==> src/ftxlc_pkg.sv <==
// Summary of operation
// - Data nibbles map to fixed 5-bit code-groups
// - Idle code-groups repeat after T R until enable
// - R after T drops carrier; otherwise receive error
// - Invalid groups flag receive error except in idle; never transmitted
// - J raises carrier only; K delivered as 0101, valid asserts
// - Every outgoing code-group, idle included, is scrambled
// - A separate shift register converts parallel groups to serial
// - Scrambler seed derived from the PHY address
// - Scrambled bits become NRZI, one means toggle
// - MLT-3 steps level on one, holds on zero
// - All transmit logic on the single core clock
`default_nettype none
package ftxlc_pkg;
  localparam int        NIB_W     = 4;    // MII nibble width
  localparam int        CG_W      = 5;    // Code-group width
  localparam int        FIFO_D    = 8;    // Transmit FIFO depth
  localparam int        LFSR_W    = 11;   // Scrambler length
  localparam int        PHYA_W    = 5;    // PHY address width
  localparam logic [2:0] BIT_LAST = 3'h4; // Last bit slot of a group
  // Control code-groups
  localparam logic [4:0] CG_IDLE  = 5'h1f;
  localparam logic [4:0] CG_J     = 5'h18;
  localparam logic [4:0] CG_K     = 5'h11;
  localparam logic [4:0] CG_T     = 5'h0d;
  localparam logic [4:0] CG_R     = 5'h07;
  localparam logic [4:0] CG_H     = 5'h04;
  // Nibbles shown to the MAC
  localparam logic [3:0] NIB_SSD  = 4'h5;
  localparam logic [3:0] NIB_BAD  = 4'he;
  localparam logic [3:0] NIB_ZERO = 4'h0;
  // Scrambler taps and seed padding (seed never all zero)
  localparam logic [10:0] LFSR_TAP  = 11'h500;
  localparam logic [5:0]  SEED_HIGH = 6'h21;
  // Data code-groups indexed by nibble
  localparam logic [4:0] ENC_TAB [16] = '{
    5'h1e, 5'h09, 5'h14, 5'h15, 5'h0a, 5'h0b, 5'h0e, 5'h0f,
    5'h12, 5'h13, 5'h16, 5'h17, 5'h1a, 5'h1b, 5'h1c, 5'h1d};
  // One MII transmit beat
  typedef struct packed {
    logic       en;
    logic       er;
    logic [3:0] nib;
  } ftxlc_beat_type;
  // MLT-3 line levels
  typedef enum logic [1:0] {
    MLT_ZERO = 2'h0,
    MLT_POS  = 2'h1,
    MLT_NEG  = 2'h3
  } ftxlc_mlt_type;
endpackage
`default_nettype wire

==> src/ftxlc_top.sv <==
`timescale 1ns/1ps
`default_nettype none
// 100BASE-TX line coder: MII beats in, MLT-3 levels out,
// plus receive code-group interpretation toward the MAC.
module ftxlc_top (
  input  wire logic        i_core_clk,   // Single core clock
  input  wire logic        i_srst,       // Sync reset, active high
  input  wire logic [4:0]  i_phy_addr,   // Seeds the scrambler
  input  wire logic        i_tx_valid,   // MII beat offered
  output var  logic        o_tx_ready,   // FIFO has room
  input  wire logic        i_tx_en,      // Transmit enable
  input  wire logic        i_tx_er,      // Transmit error
  input  wire logic [3:0]  i_txd,        // Transmit nibble
  output var  logic        o_nrzi,       // NRZI serial level
  output var  logic [1:0]  o_mlt3,       // Three-level output
  input  wire logic        i_rx_cg_valid, // Aligned code-group strobe
  input  wire logic [4:0]  i_rx_cg,      // Received code-group
  output var  logic [3:0]  o_rxd,        // Receive nibble
  output var  logic        o_rx_dv,      // Receive data valid
  output var  logic        o_rx_er,      // Receive error
  output var  logic        o_crs         // Carrier sense
);
  typedef enum logic [2:0] {
    TX_IDLE, TX_J, TX_DATA, TX_T
  } ftxlc_tx_type;
  typedef enum logic [1:0] {
    RX_IDLE, RX_SSD, RX_FRAME, RX_ESD
  } ftxlc_rx_type;

  ftxlc_pkg::ftxlc_beat_type in_beat, head; // FIFO ends
  logic head_valid;                         // FIFO not empty
  logic pop;                                // Take head beat

  assign in_beat = '{en: i_tx_en, er: i_tx_er, nib: i_txd};

  // Eight-beat buffer absorbs MAC bursts between group slots
  ftxlc_fifo #(
    .W ($bits(ftxlc_pkg::ftxlc_beat_type)),
    .D (ftxlc_pkg::FIFO_D)
  ) u_fifo (
    .i_core_clk  (i_core_clk),
    .i_srst      (i_srst),
    .i_in_valid  (i_tx_valid),
    .o_in_ready  (o_tx_ready),
    .i_in_data   (in_beat),
    .o_out_valid (head_valid),
    .i_out_ready (pop),
    .o_out_data  (head)
  );

  // Transmit state
  ftxlc_tx_type                  tx_st, next_tx_st;   // Delimiter phase
  logic [2:0]                    bit_cnt, next_bit_cnt; // Bit slot
  logic [4:0]                    shreg, next_shreg;   // Serialiser
  logic [ftxlc_pkg::LFSR_W-1:0]  lfsr, next_lfsr;     // Scrambler
  logic                          next_nrzi;
  logic [1:0]                    next_mlt3;
  logic                          mlt_up, next_mlt_up; // Ramp direction
  logic [4:0]                    cg;                  // Group chosen
  logic                          lfsr_fb;
  logic                          sbit;                // Scrambled bit

  // Group selection, serialise, scramble, NRZI and MLT-3
  always_comb
  begin
    next_tx_st   = tx_st;
    pop          = 1'b0;
    cg           = ftxlc_pkg::CG_IDLE;
    next_bit_cnt = bit_cnt + 3'h1;
    next_shreg   = {shreg[3:0], 1'b0};
    if (bit_cnt == ftxlc_pkg::BIT_LAST)
    begin
      // New code-group is chosen only at a group boundary
      next_bit_cnt = '0;
      unique case (tx_st)
        TX_IDLE:
        begin
          // Idle repeats until enable rises
          if (head_valid && head.en)
          begin
            cg         = ftxlc_pkg::CG_J;
            next_tx_st = TX_J;
          end
          pop = head_valid; // Stray beats without enable dropped
        end
        TX_J:
        begin
          cg         = ftxlc_pkg::CG_K;
          pop        = head_valid;      // Second preamble nibble
          next_tx_st = TX_DATA;
        end
        TX_DATA:
        begin
          // Underflow also ends the frame; keep the FIFO fed
          if (head_valid && head.en)
          begin
            // Only table or H groups, never invalid ones
            cg  = head.er ? ftxlc_pkg::CG_H
                          : ftxlc_pkg::ENC_TAB[head.nib];
            pop = 1'b1;
          end
          else
          begin
            cg         = ftxlc_pkg::CG_T;
            next_tx_st = TX_T;
          end
        end
        TX_T:
        begin
          cg         = ftxlc_pkg::CG_R;
          next_tx_st = TX_IDLE;
        end
      endcase
      next_shreg = cg;
    end
    // Serial bit XOR keystream, idle included
    lfsr_fb   = ^(lfsr & ftxlc_pkg::LFSR_TAP);
    next_lfsr = {lfsr[9:0], lfsr_fb};
    sbit      = shreg[4] ^ lfsr[10];
    next_nrzi = o_nrzi ^ sbit;
    // MLT-3 cycle 0,+,0,-; a one steps, a zero holds
    next_mlt3   = o_mlt3;
    next_mlt_up = mlt_up;
    if (sbit)
    begin
      unique case (o_mlt3)
        ftxlc_pkg::MLT_ZERO:
          next_mlt3 = mlt_up ? ftxlc_pkg::MLT_POS : ftxlc_pkg::MLT_NEG;
        ftxlc_pkg::MLT_POS:
        begin
          next_mlt3   = ftxlc_pkg::MLT_ZERO;
          next_mlt_up = 1'b0;
        end
        default:
        begin
          next_mlt3   = ftxlc_pkg::MLT_ZERO;
          next_mlt_up = 1'b1;
        end
      endcase
    end
  end

  // Transmit registers, all on the core clock
  always_ff @(posedge i_core_clk)
  begin
    if (i_srst)
    begin
      tx_st   <= TX_IDLE;
      bit_cnt <= ftxlc_pkg::BIT_LAST; // First group loads at once
      shreg   <= ftxlc_pkg::CG_IDLE;
      // Sync reset may sample the address; top bit forces nonzero
      lfsr    <= {ftxlc_pkg::SEED_HIGH, i_phy_addr};
      o_nrzi  <= 1'b0;
      o_mlt3  <= ftxlc_pkg::MLT_ZERO;
      mlt_up  <= 1'b1;
    end
    else
    begin
      tx_st   <= next_tx_st;
      bit_cnt <= next_bit_cnt;
      shreg   <= next_shreg;
      lfsr    <= next_lfsr;
      o_nrzi  <= next_nrzi;
      o_mlt3  <= next_mlt3;
      mlt_up  <= next_mlt_up;
    end
  end

  // Receive state
  ftxlc_rx_type rx_st, next_rx_st;  // Frame phase
  logic         idle_seen, next_idle_seen; // One idle already
  logic [3:0]   next_rxd;
  logic         next_dv, next_er, next_crs;
  logic         dec_ok;             // Group is a data group
  logic [3:0]   dec_nib;            // Its nibble

  // Reverse table lookup; a loop keeps it one place
  always_comb
  begin
    dec_ok  = 1'b0;
    dec_nib = ftxlc_pkg::NIB_ZERO;
    for (int n = 0; n < 16; n++)
    begin
      if (ftxlc_pkg::ENC_TAB[n] == i_rx_cg)
      begin
        dec_ok  = 1'b1;
        dec_nib = 4'(n);
      end
    end
  end

  // Receive interpretation toward the MAC
  always_comb
  begin
    next_rx_st     = rx_st;
    next_idle_seen = 1'b0;
    next_rxd       = o_rxd;
    next_dv        = o_rx_dv;
    next_er        = 1'b0;
    next_crs       = o_crs;
    if (i_rx_cg_valid)
    begin
      unique case (rx_st)
        RX_IDLE:
        begin
          if (i_rx_cg == ftxlc_pkg::CG_J)
          begin
            next_rx_st = RX_SSD;
            next_crs   = 1'b1;
          end
        end
        RX_SSD:
        begin
          if (i_rx_cg == ftxlc_pkg::CG_K)
          begin
            next_rx_st = RX_FRAME;
            next_dv    = 1'b1;
            next_rxd   = ftxlc_pkg::NIB_SSD;
          end
          else
          begin
            // Bad SSD: error with 1110, valid stays low
            next_rx_st = RX_IDLE;
            next_er    = 1'b1;
            next_rxd   = ftxlc_pkg::NIB_BAD;
            next_crs   = 1'b0;
          end
        end
        RX_FRAME:
        begin
          if (dec_ok)
            next_rxd = dec_nib;
          else if (i_rx_cg == ftxlc_pkg::CG_T)
            next_rx_st = RX_ESD;
          else if (i_rx_cg == ftxlc_pkg::CG_IDLE && idle_seen)
          begin
            // Two idles close the frame without an error
            next_rx_st = RX_IDLE;
            next_dv    = 1'b0;
            next_crs   = 1'b0;
          end
          else if (i_rx_cg == ftxlc_pkg::CG_IDLE)
            next_idle_seen = 1'b1;
          else
            next_er = 1'b1; // Stray R, J, K, H or invalid
        end
        RX_ESD:
        begin
          if (i_rx_cg == ftxlc_pkg::CG_R)
          begin
            next_rx_st = RX_IDLE;
            next_dv    = 1'b0;
            next_crs   = 1'b0;
          end
          else
          begin
            // A repeated T is flagged but may still pair with its R
            if (i_rx_cg == ftxlc_pkg::CG_T)
              next_rx_st = RX_ESD;
            else
              next_rx_st = RX_FRAME;
            next_er    = 1'b1;
          end
        end
      endcase
    end
    else
      next_idle_seen = idle_seen;
  end

  // Receive registers
  always_ff @(posedge i_core_clk)
  begin
    if (i_srst)
    begin
      rx_st     <= RX_IDLE;
      idle_seen <= 1'b0;
      o_rxd     <= ftxlc_pkg::NIB_ZERO;
      o_rx_dv   <= 1'b0;
      o_rx_er   <= 1'b0;
      o_crs     <= 1'b0;
    end
    else
    begin
      rx_st     <= next_rx_st;
      idle_seen <= next_idle_seen;
      o_rxd     <= next_rxd;
      o_rx_dv   <= next_dv;
      o_rx_er   <= next_er;
      o_crs     <= next_crs;
    end
  end
endmodule // ftxlc_top
`default_nettype wire

==> src/ftxlc_fifo.sv <==
`timescale 1ns/1ps
`default_nettype none
// Small synchronous FIFO; ready and valid are honest on both sides
module ftxlc_fifo #(
  parameter int W = 6,
  parameter int D = 8
) (
  input  wire logic         i_core_clk,
  input  wire logic         i_srst,
  input  wire logic         i_in_valid,
  output var  logic         o_in_ready,
  input  wire logic [W-1:0] i_in_data,
  output var  logic         o_out_valid,
  input  wire logic         i_out_ready,
  output var  logic [W-1:0] o_out_data
);
  localparam int AW = $clog2(D);
  logic [W-1:0] mem [D];               // Storage
  logic [AW-1:0] wp, rp, next_wp, next_rp; // Pointers
  logic [AW:0]   cnt, next_cnt;        // Fill level
  logic          next_ready;
  logic          push, pop;
  // Pointer and level update
  always_comb
  begin
    push       = i_in_valid && o_in_ready;
    pop        = o_out_valid && i_out_ready;
    next_wp    = push ? wp + 1'b1 : wp;
    next_rp    = pop ? rp + 1'b1 : rp;
    next_cnt   = cnt + {{AW{1'b0}}, push} - {{AW{1'b0}}, pop};
    // Registered ready so the source sees a clean level
    next_ready = next_cnt != (AW+1)'(D);
  end
  always_ff @(posedge i_core_clk)
  begin
    if (i_srst)
    begin
      wp         <= '0;
      rp         <= '0;
      cnt        <= '0;
      o_in_ready <= 1'b0;
    end
    else
    begin
      wp         <= next_wp;
      rp         <= next_rp;
      cnt        <= next_cnt;
      o_in_ready <= next_ready;
    end
  end
  // Data array write, no reset needed
  always_ff @(posedge i_core_clk)
  begin
    if (push)
      mem[wp] <= i_in_data;
  end
  assign o_out_valid = cnt != '0;
  assign o_out_data  = mem[rp];
endmodule // ftxlc_fifo
`default_nettype wire

==> config.mk <==
export PLATFORM = sky130hd
export DESIGN_NAME = ftxlc_top
export DESIGN_NICKNAME = d
export VERILOG_FILES = /design/src/ftxlc_pkg.sv /design/src/ftxlc_top.sv /design/src/ftxlc_fifo.sv
export SDC_FILE = /design/constraint.sdc
export NUM_CORES = 1
export LEC_CHECK = 0
export ABC_AREA = 1
export BUFFER_PORTS_ARGS = -buffer_cell sky130_fd_sc_hd__buf_2
export CORE_MARGIN = 2
export CORE_UTILIZATION = 30
export DETAILED_ROUTE_END_ITERATION = 10
export HOLD_SLACK_MARGIN = 0.08
export PLACE_DENSITY_LB_ADDON = 0.08
export SETUP_SLACK_MARGIN = 0.3
export SLEW_MARGIN = 10
export SYNTH_ARGS = -nofsm -noshare
export SYNTH_HDL_FRONTEND = slang
export SYNTH_SLANG_ARGS = --single-unit
==> constraint.sdc <==
create_clock -name i_core_clk -period 2.4 [get_ports i_core_clk]
set_input_delay 0.24 -clock i_core_clk [delete_from_list [all_inputs] [get_ports i_core_clk]]
set_output_delay 0.24 -clock i_core_clk [all_outputs]
set_load 0.01 [all_outputs]
-- Yosys cells after proc, flatten, opt, wreduce, memory -nomap -nowiden
Memory sizes are Yosys's and may differ from the RTL's. A register that Yosys moved wholly into a read port is not among the register bits.
Index checks and enable logic that the tools add are counted.
- bitwise logic cells: 5
- order comparisons: 1
- reductions and logical operators: 20
- $add $sub $neg: 5
- multiplexer cells: 85
- equality and inequality tests: 41
- operators with widths (operator ; number):
    2-to-1 mux 4 bit ; 16
    equality test 5 bit (first input constant) ; 11
    2-to-1 mux 1 bit ; 40
    2-to-1 mux 5 bit ; 6
    equality test 4 x 5 -> 1 bit (first input constant) ; 5
    inequality test 2 bit (second input constant) ; 10
    one-hot mux 5 bit (4 select lines) ; 1
    2-to-1 mux 3 bit ; 6
    2-to-1 mux 2 bit ; 8
    equality test 5 bit (second input constant) ; 3
    AND reduction 7 bit ; 2
    one-hot mux 3 bit (4 select lines) ; 1
    parity 11 bit ; 1
    adder 3 x 1 -> 3 bit (second input constant) ; 3
    one-hot mux 2 bit (4 select lines) ; 1
    one-hot mux 4 bit (2 select lines) ; 1
    equality test 3 x 2 -> 1 bit (second input constant) ; 2
    one-hot mux 1 bit (3 select lines) ; 2
    AND reduction 3 bit ; 2
    OR reduction 2 bit ; 3
    equality test 5 x 3 -> 1 bit (second input constant) ; 1
    equality test 5 x 4 -> 1 bit (second input constant) ; 1
    >= comparator 5 bit (second input constant) ; 1
    NOT 4 -> 5 bit ; 1
    20 further kinds ; 29
- ROM bits: 80
- output and inout port bits: 11
- bits of input ports: 20
- register bits: 47
- logic and storage cells: 178
- memories kept: 2
- bits in writable memories: 48
- memory list (memory ; words ; bits a word ; rd ports ; clocked after memory_dff ; write ports ; line ; text):
    (name not given) ; 16 ; 5 ; 1 ; 0 ; 0 ; ftxlc_top.sv:99 ; : ftxlc_pkg::ENC_TAB[head.nib];
    u_fifo.mem ; 8 ; 6 ; 1 ; 1 ; 1 ; ftxlc_fifo.sv:18 ; logic [W-1:0] mem [D];

-- Logic depth before layout (Yosys ltp)
- depth in word-level cells: 19
- depth in mapped cells: 20
- depth with buffers taken out: 19

-- Hierarchy
A second synthesis with hierarchy kept.
- cells, all modules: 538
- area total of the unflattened synthesis: 4499.3 sq um
- modules (own cells, without submodules) (module ; area each (sq um) ; instances ; sequential area each (sq um) ; cells each):
    ftxlc_fifo ; 2656.3 ; 1 ; 1721.7 ; 267
    ftxlc_top ; 1843.0 ; 1 ; 700.7 ; 271

-- Least setup slack after synthesis
No wires, ideal clock.
- path kind: reg2reg
- start point: register tx_st[0]
- end point: register u_fifo.o_in_ready
- path buffers: 1
- stages on the path, launching flop included: 18
- clock period less this slack: 2515 ps
- setup time: 115 ps
- slack: -115 ps
- data arrival time: 2400 ps
- required time: 2285 ps
- path through: dfxtp_1 inv_1 ha_1 clkbuf_1 nor2_1 nand2_1 nand2_2 inv_2 ha_1 inv_1 ha_1 inv_1 fa_1 xnor2_1 inv_1 nand3_1 o21ai_0 inv_1
- longest elaborated chain between the ends: 7
- elaborated cells on any way between the ends: 9
- those cells by class: add/sub (1); eq/ne (3); mux (2); reduce/logical (3)
- ends and longest elaborated chain (element ; line ; text):
    start: declaration ; ftxlc_top.sv:52 ; ftxlc_tx_type tx_st, next_tx_st;
    start signal: assignment ; ftxlc_top.sv:159 ; tx_st <= next_tx_st;
    equality test 3 x 1 -> 1 bit or zero test 3 bit (tied branches) ; ftxlc_top.sv:75 ; unique case (tx_st)
    OR reduction 2 bit (no source line) ; n/a ;
    one-hot mux 1 bit (2 select lines) (*) ; ftxlc_top.sv:75 ;
    2-to-1 mux 1 bit (*) ; ftxlc_top.sv:71 ; if (bit_cnt == ftxlc_pkg::BIT_LAST)
    logical AND 1 bit (*) ; ftxlc_fifo.sv:27 ; pop = o_out_valid && i_out_ready;
    via u_fifo.pop ; ftxlc_fifo.sv:22 ; logic push, pop;
    subtractor 4 x 1 -> 4 bit (*) ; ftxlc_fifo.sv:30 ; next_cnt = cnt + {{AW{1'b0}}, push} - {{AW{1'b0}}, pop};
    inequality test 4 bit (*) ; ftxlc_fifo.sv:32 ; next_ready = next_cnt != (AW+1)'(D);
    end signal: assignment ; ftxlc_fifo.sv:48 ; o_in_ready <= next_ready;
    end: declaration ; ftxlc_fifo.sv:11 ; output var logic o_in_ready,
Mark *: on every way through the listed nets, which the timed path passes. The rest lies on a longest branch.
A chain may end at the register's enable or synchronous reset.

==> impl_metrics.json <==
{
  "synth-edff-count": 48,
  "cts_tree": "built",
  "async_flop_share_pct": 0,
  "startpoint_type": "register",
  "post_synth_inst_count": 557,
  "multi_input_area_sq_um": 1901,
  "die-area_sq_um": 16430,
  "leakagePower_uw": 0.002614,
  "synth_top_family_by_area": "simple AND/OR/NAND/NOR gates",
  "io_pins": 31,
  "fin_ws_ps": 22.55,
  "drc": 0,
  "num_rows": 45,
  "slew_headroom_pct": 54.99,
  "via_count": 3685,
  "setup_viol": 0,
  "grt-ovfl-total": 0,
  "yosys.area_share.simple_pct": 26.64,
  "fp.dieW_um": 128.2,
  "rsz0062_at_grt": "true",
  "synthAdderAreaFrac_pct": 3.949,
  "yosysMostFrequentCell": "nand2_1",
  "place.gp.congestion": 0.8298,
  "pre_cts_slack_ps": 25.75,
  "finalHoldViolCount": 0,
  "stdcell_area_sq_um": 5764,
  "grt_pass1_vias": 3493,
  "synthFlopType": "dfxtp_1",
  "port_buffers": 30,
  "required_ps": 2650,
  "worst_pin_slew_ps": 672.7,
  "cp_max_fo": 7,
  "cts-buffers-inserted": 9,
  "synth.distinct_cells": 39,
  "ys_ff_latch": 97,
  "drt_pre_antenna_iters": 4,
  "cts_max_level": 3,
  "drv_cap": 0,
  "seq_area_frac_synth_pct": 52.37,
  "placedInstanceArea_sq_um": 5101,
  "clk_pin_slew_worst_paths_ps": 70,
  "synth_top_cell_by_area": "edfxtp_1",
  "grt_max_degree": 30,
  "timing.fmax_mhz": 420.6,
  "die_y_um": 128.2,
  "fin_nets": 663,
  "ant_nets": 0,
  "period_share_pct": 99.06,
  "cp.arrival_ps": 2630,
  "synth_area_leaders": "edfxtp_1 (31%), dfxtp_1 (21%), nand2_1 (12%)",
  "yosys_warnings": 0,
  "syn_avg_cell_area_sq_um": 8.305,
  "netlist.area_leader.share_pct": 31.16,
  "ir_worst_vdd_mv": 0.4774,
  "status": "completed",
  "layout-drive-gt1-share_pct": 23.82,
  "seq_area_sq_um": 2430,
  "grt_use_total_pct": 13.73,
  "slew_violations": 0,
  "root_buffer": "clkbuf_16",
  "fin_skew_ps": 6.317,
  "grt_pass1_wl_um": 17180,
  "wl_per_cell_um": 13.01,
  "drtIter0Drc": 223,
  "clk_path_buf_depth": 2,
  "finish.utilization_pct": 38.06,
  "cpPeakStageDelay_ps": 550,
  "path_buf_inv": 5,
  "crit_top_cell": "nand2_2",
  "synth_compound_area_share_pct": 5.978,
  "powerDensity_nw_per_um2": 969.1,
  "period_needed_ps": 2377,
  "nFillCells": 1530,
  "cts_sinks": 97,
  "clk_latency_ps": 350,
  "synth_fp_nets": 591,
  "diodes": 0,
  "syn_to_final_growth_pct": 24.61,
  "antenna_found_initial": 0,
  "crit_chain": "inv_4 -> nand2_2 -> nand2_2 -> nand2_2 -> nand3_2 -> nand4_1 -> nand2_1 -> nand2_2 -> inv_2 -> ha_4 -> inv_2 -> ha_4 -> inv_2 -> fa_2 -> nand3_2 -> o21ai_2 -> inv_1",
  "synth-xor-area-share_pct": 1.325,
  "initial_core_util_pct": 30.54,
  "fp.coreArea_sq_um": 15150,
  "end_kind": "register",
  "postRouteWirelength_um": 10700,
  "worstHoldPathType": "in -> reg",
  "synth.cell_area_sq_um": 4626,
  "critPathTopFamily": "adder cells",
  "vias_per_cell": 4.483,
  "hold_slack_ps": 165.9,
  "critical_path.slowest_cell": "fa_2",
  "muxShareOfSynthArea_pct": 0,
  "synth_common_cells": "nand2_1 (147), inv_1 (83), nor2_1 (66)",
  "critical_path_class": "reg -> reg",
  "dpl.hpwl_um": 7145
}
-- cell usage in the layout, fill, tap and decap left out, types with 4 or more instances in the layout --
cell type / n
ha_1: 9
o21ai_1: 4
nor2_1: 65
o21ai_0: 13
dlygate4sd3_1: 5
edfxtp_1: 48
buf_2: 30
clkbuf_16: 9
nand4_1: 8
nor2_2: 5
nand2_1: 142
inv_2: 12
dfxtp_1: 45
buf_6: 10
inv_1: 77
xnor2_1: 4
nand3_1: 32
buf_4: 30
a21oi_1: 16
nand2_2: 9
nand3_2: 12
-- metal layers --
metal	track usage, %	up-vias	part of all wire [%]
met5	0	-	0
met4	8.145	0	2.7
met3	2.003	16	2.4
met2	20.29	46	45
met1	19.06	1709	50
li1	-	1914	-
-- cells by family after synthesis --
family | count (synthesis)
AOI/OAI and AO/OA | 48
adders and majority gates | 14
and+or+nand+nor | 285
xor gates and xnor gates | 7
DFF | 97
buffers and inverters | 106
-- metrics by stage --
| stage | TNS [ps] | cells | power (uW) |
|---|---|---|---|
| after floorplan | 0 | 557 | 3337 |
| after global placement | 0 | 782 | 3780 |
| after detailed placement | 0 | 782 | 3780 |
| after CTS | 0 | 817 | 5430 |
| after global routing | -210.2 | 822 | 6015 |
| final | 0 | 822 | 5586 |
-- state kept, by name (all words and copies together), names as in the netlist, named ones only --
register           count
u_fifo.mem            48
lfsr                  11
shreg                  5
o_rxd                  4
u_fifo.cnt             4
bit_cnt                3
u_fifo.rp              3
u_fifo.wp              3
o_mlt3                 2
rx_st                  2
tx_st                  2
idle_seen              1
mlt_up                 1
o_crs                  1
o_nrzi                 1
o_rx_dv                1
o_rx_er                1
u_fifo.o_in_ready      1
-- cell type report --
class                      count  area share, %
tap                          188          4.081
timing repair buffer          75          9.334
clock inverter                 4         0.8899
sequential                    97          42.15
clock buffer                  12          4.450
inverter                      92          6.121
multi-input combinational    354          32.97
-- report_power, final --
group | total (uW) | switching, uW | internal, uW
Clock | 1500 | 631 | 865
Combinational | 2020 | 1180 | 836
Sequential | 2070 | 111 | 1960
-- repair_timing --
action                     in CTS  in global routing
hold buffers                    5                  0
pin swaps                      10                 13
hold endpoints to repair        5                  0
cloned                          0                  0
setup buffers                  14                  5
resized for setup              14                 29
setup endpoints to repair       4                 10
-- worst paths after layout --
path	cells after the start	end	slack, ps	from
worst max-delay path	17	u_fifo.o_in_ready$_SDFF_PP0_	20	register
worst min-delay path	1	u_fifo.mem[0][3]$_DFFE_PP_	170	i_txd[3]
worst max register to register	17	u_fifo.o_in_ready$_SDFF_PP0_	20	register
worst min register to register	2	lfsr[6]$_SDFF_PP0_	400	lfsr[5]$_SDFF_PP1_
Note: power is estimated with default switching activity, not from simulation.
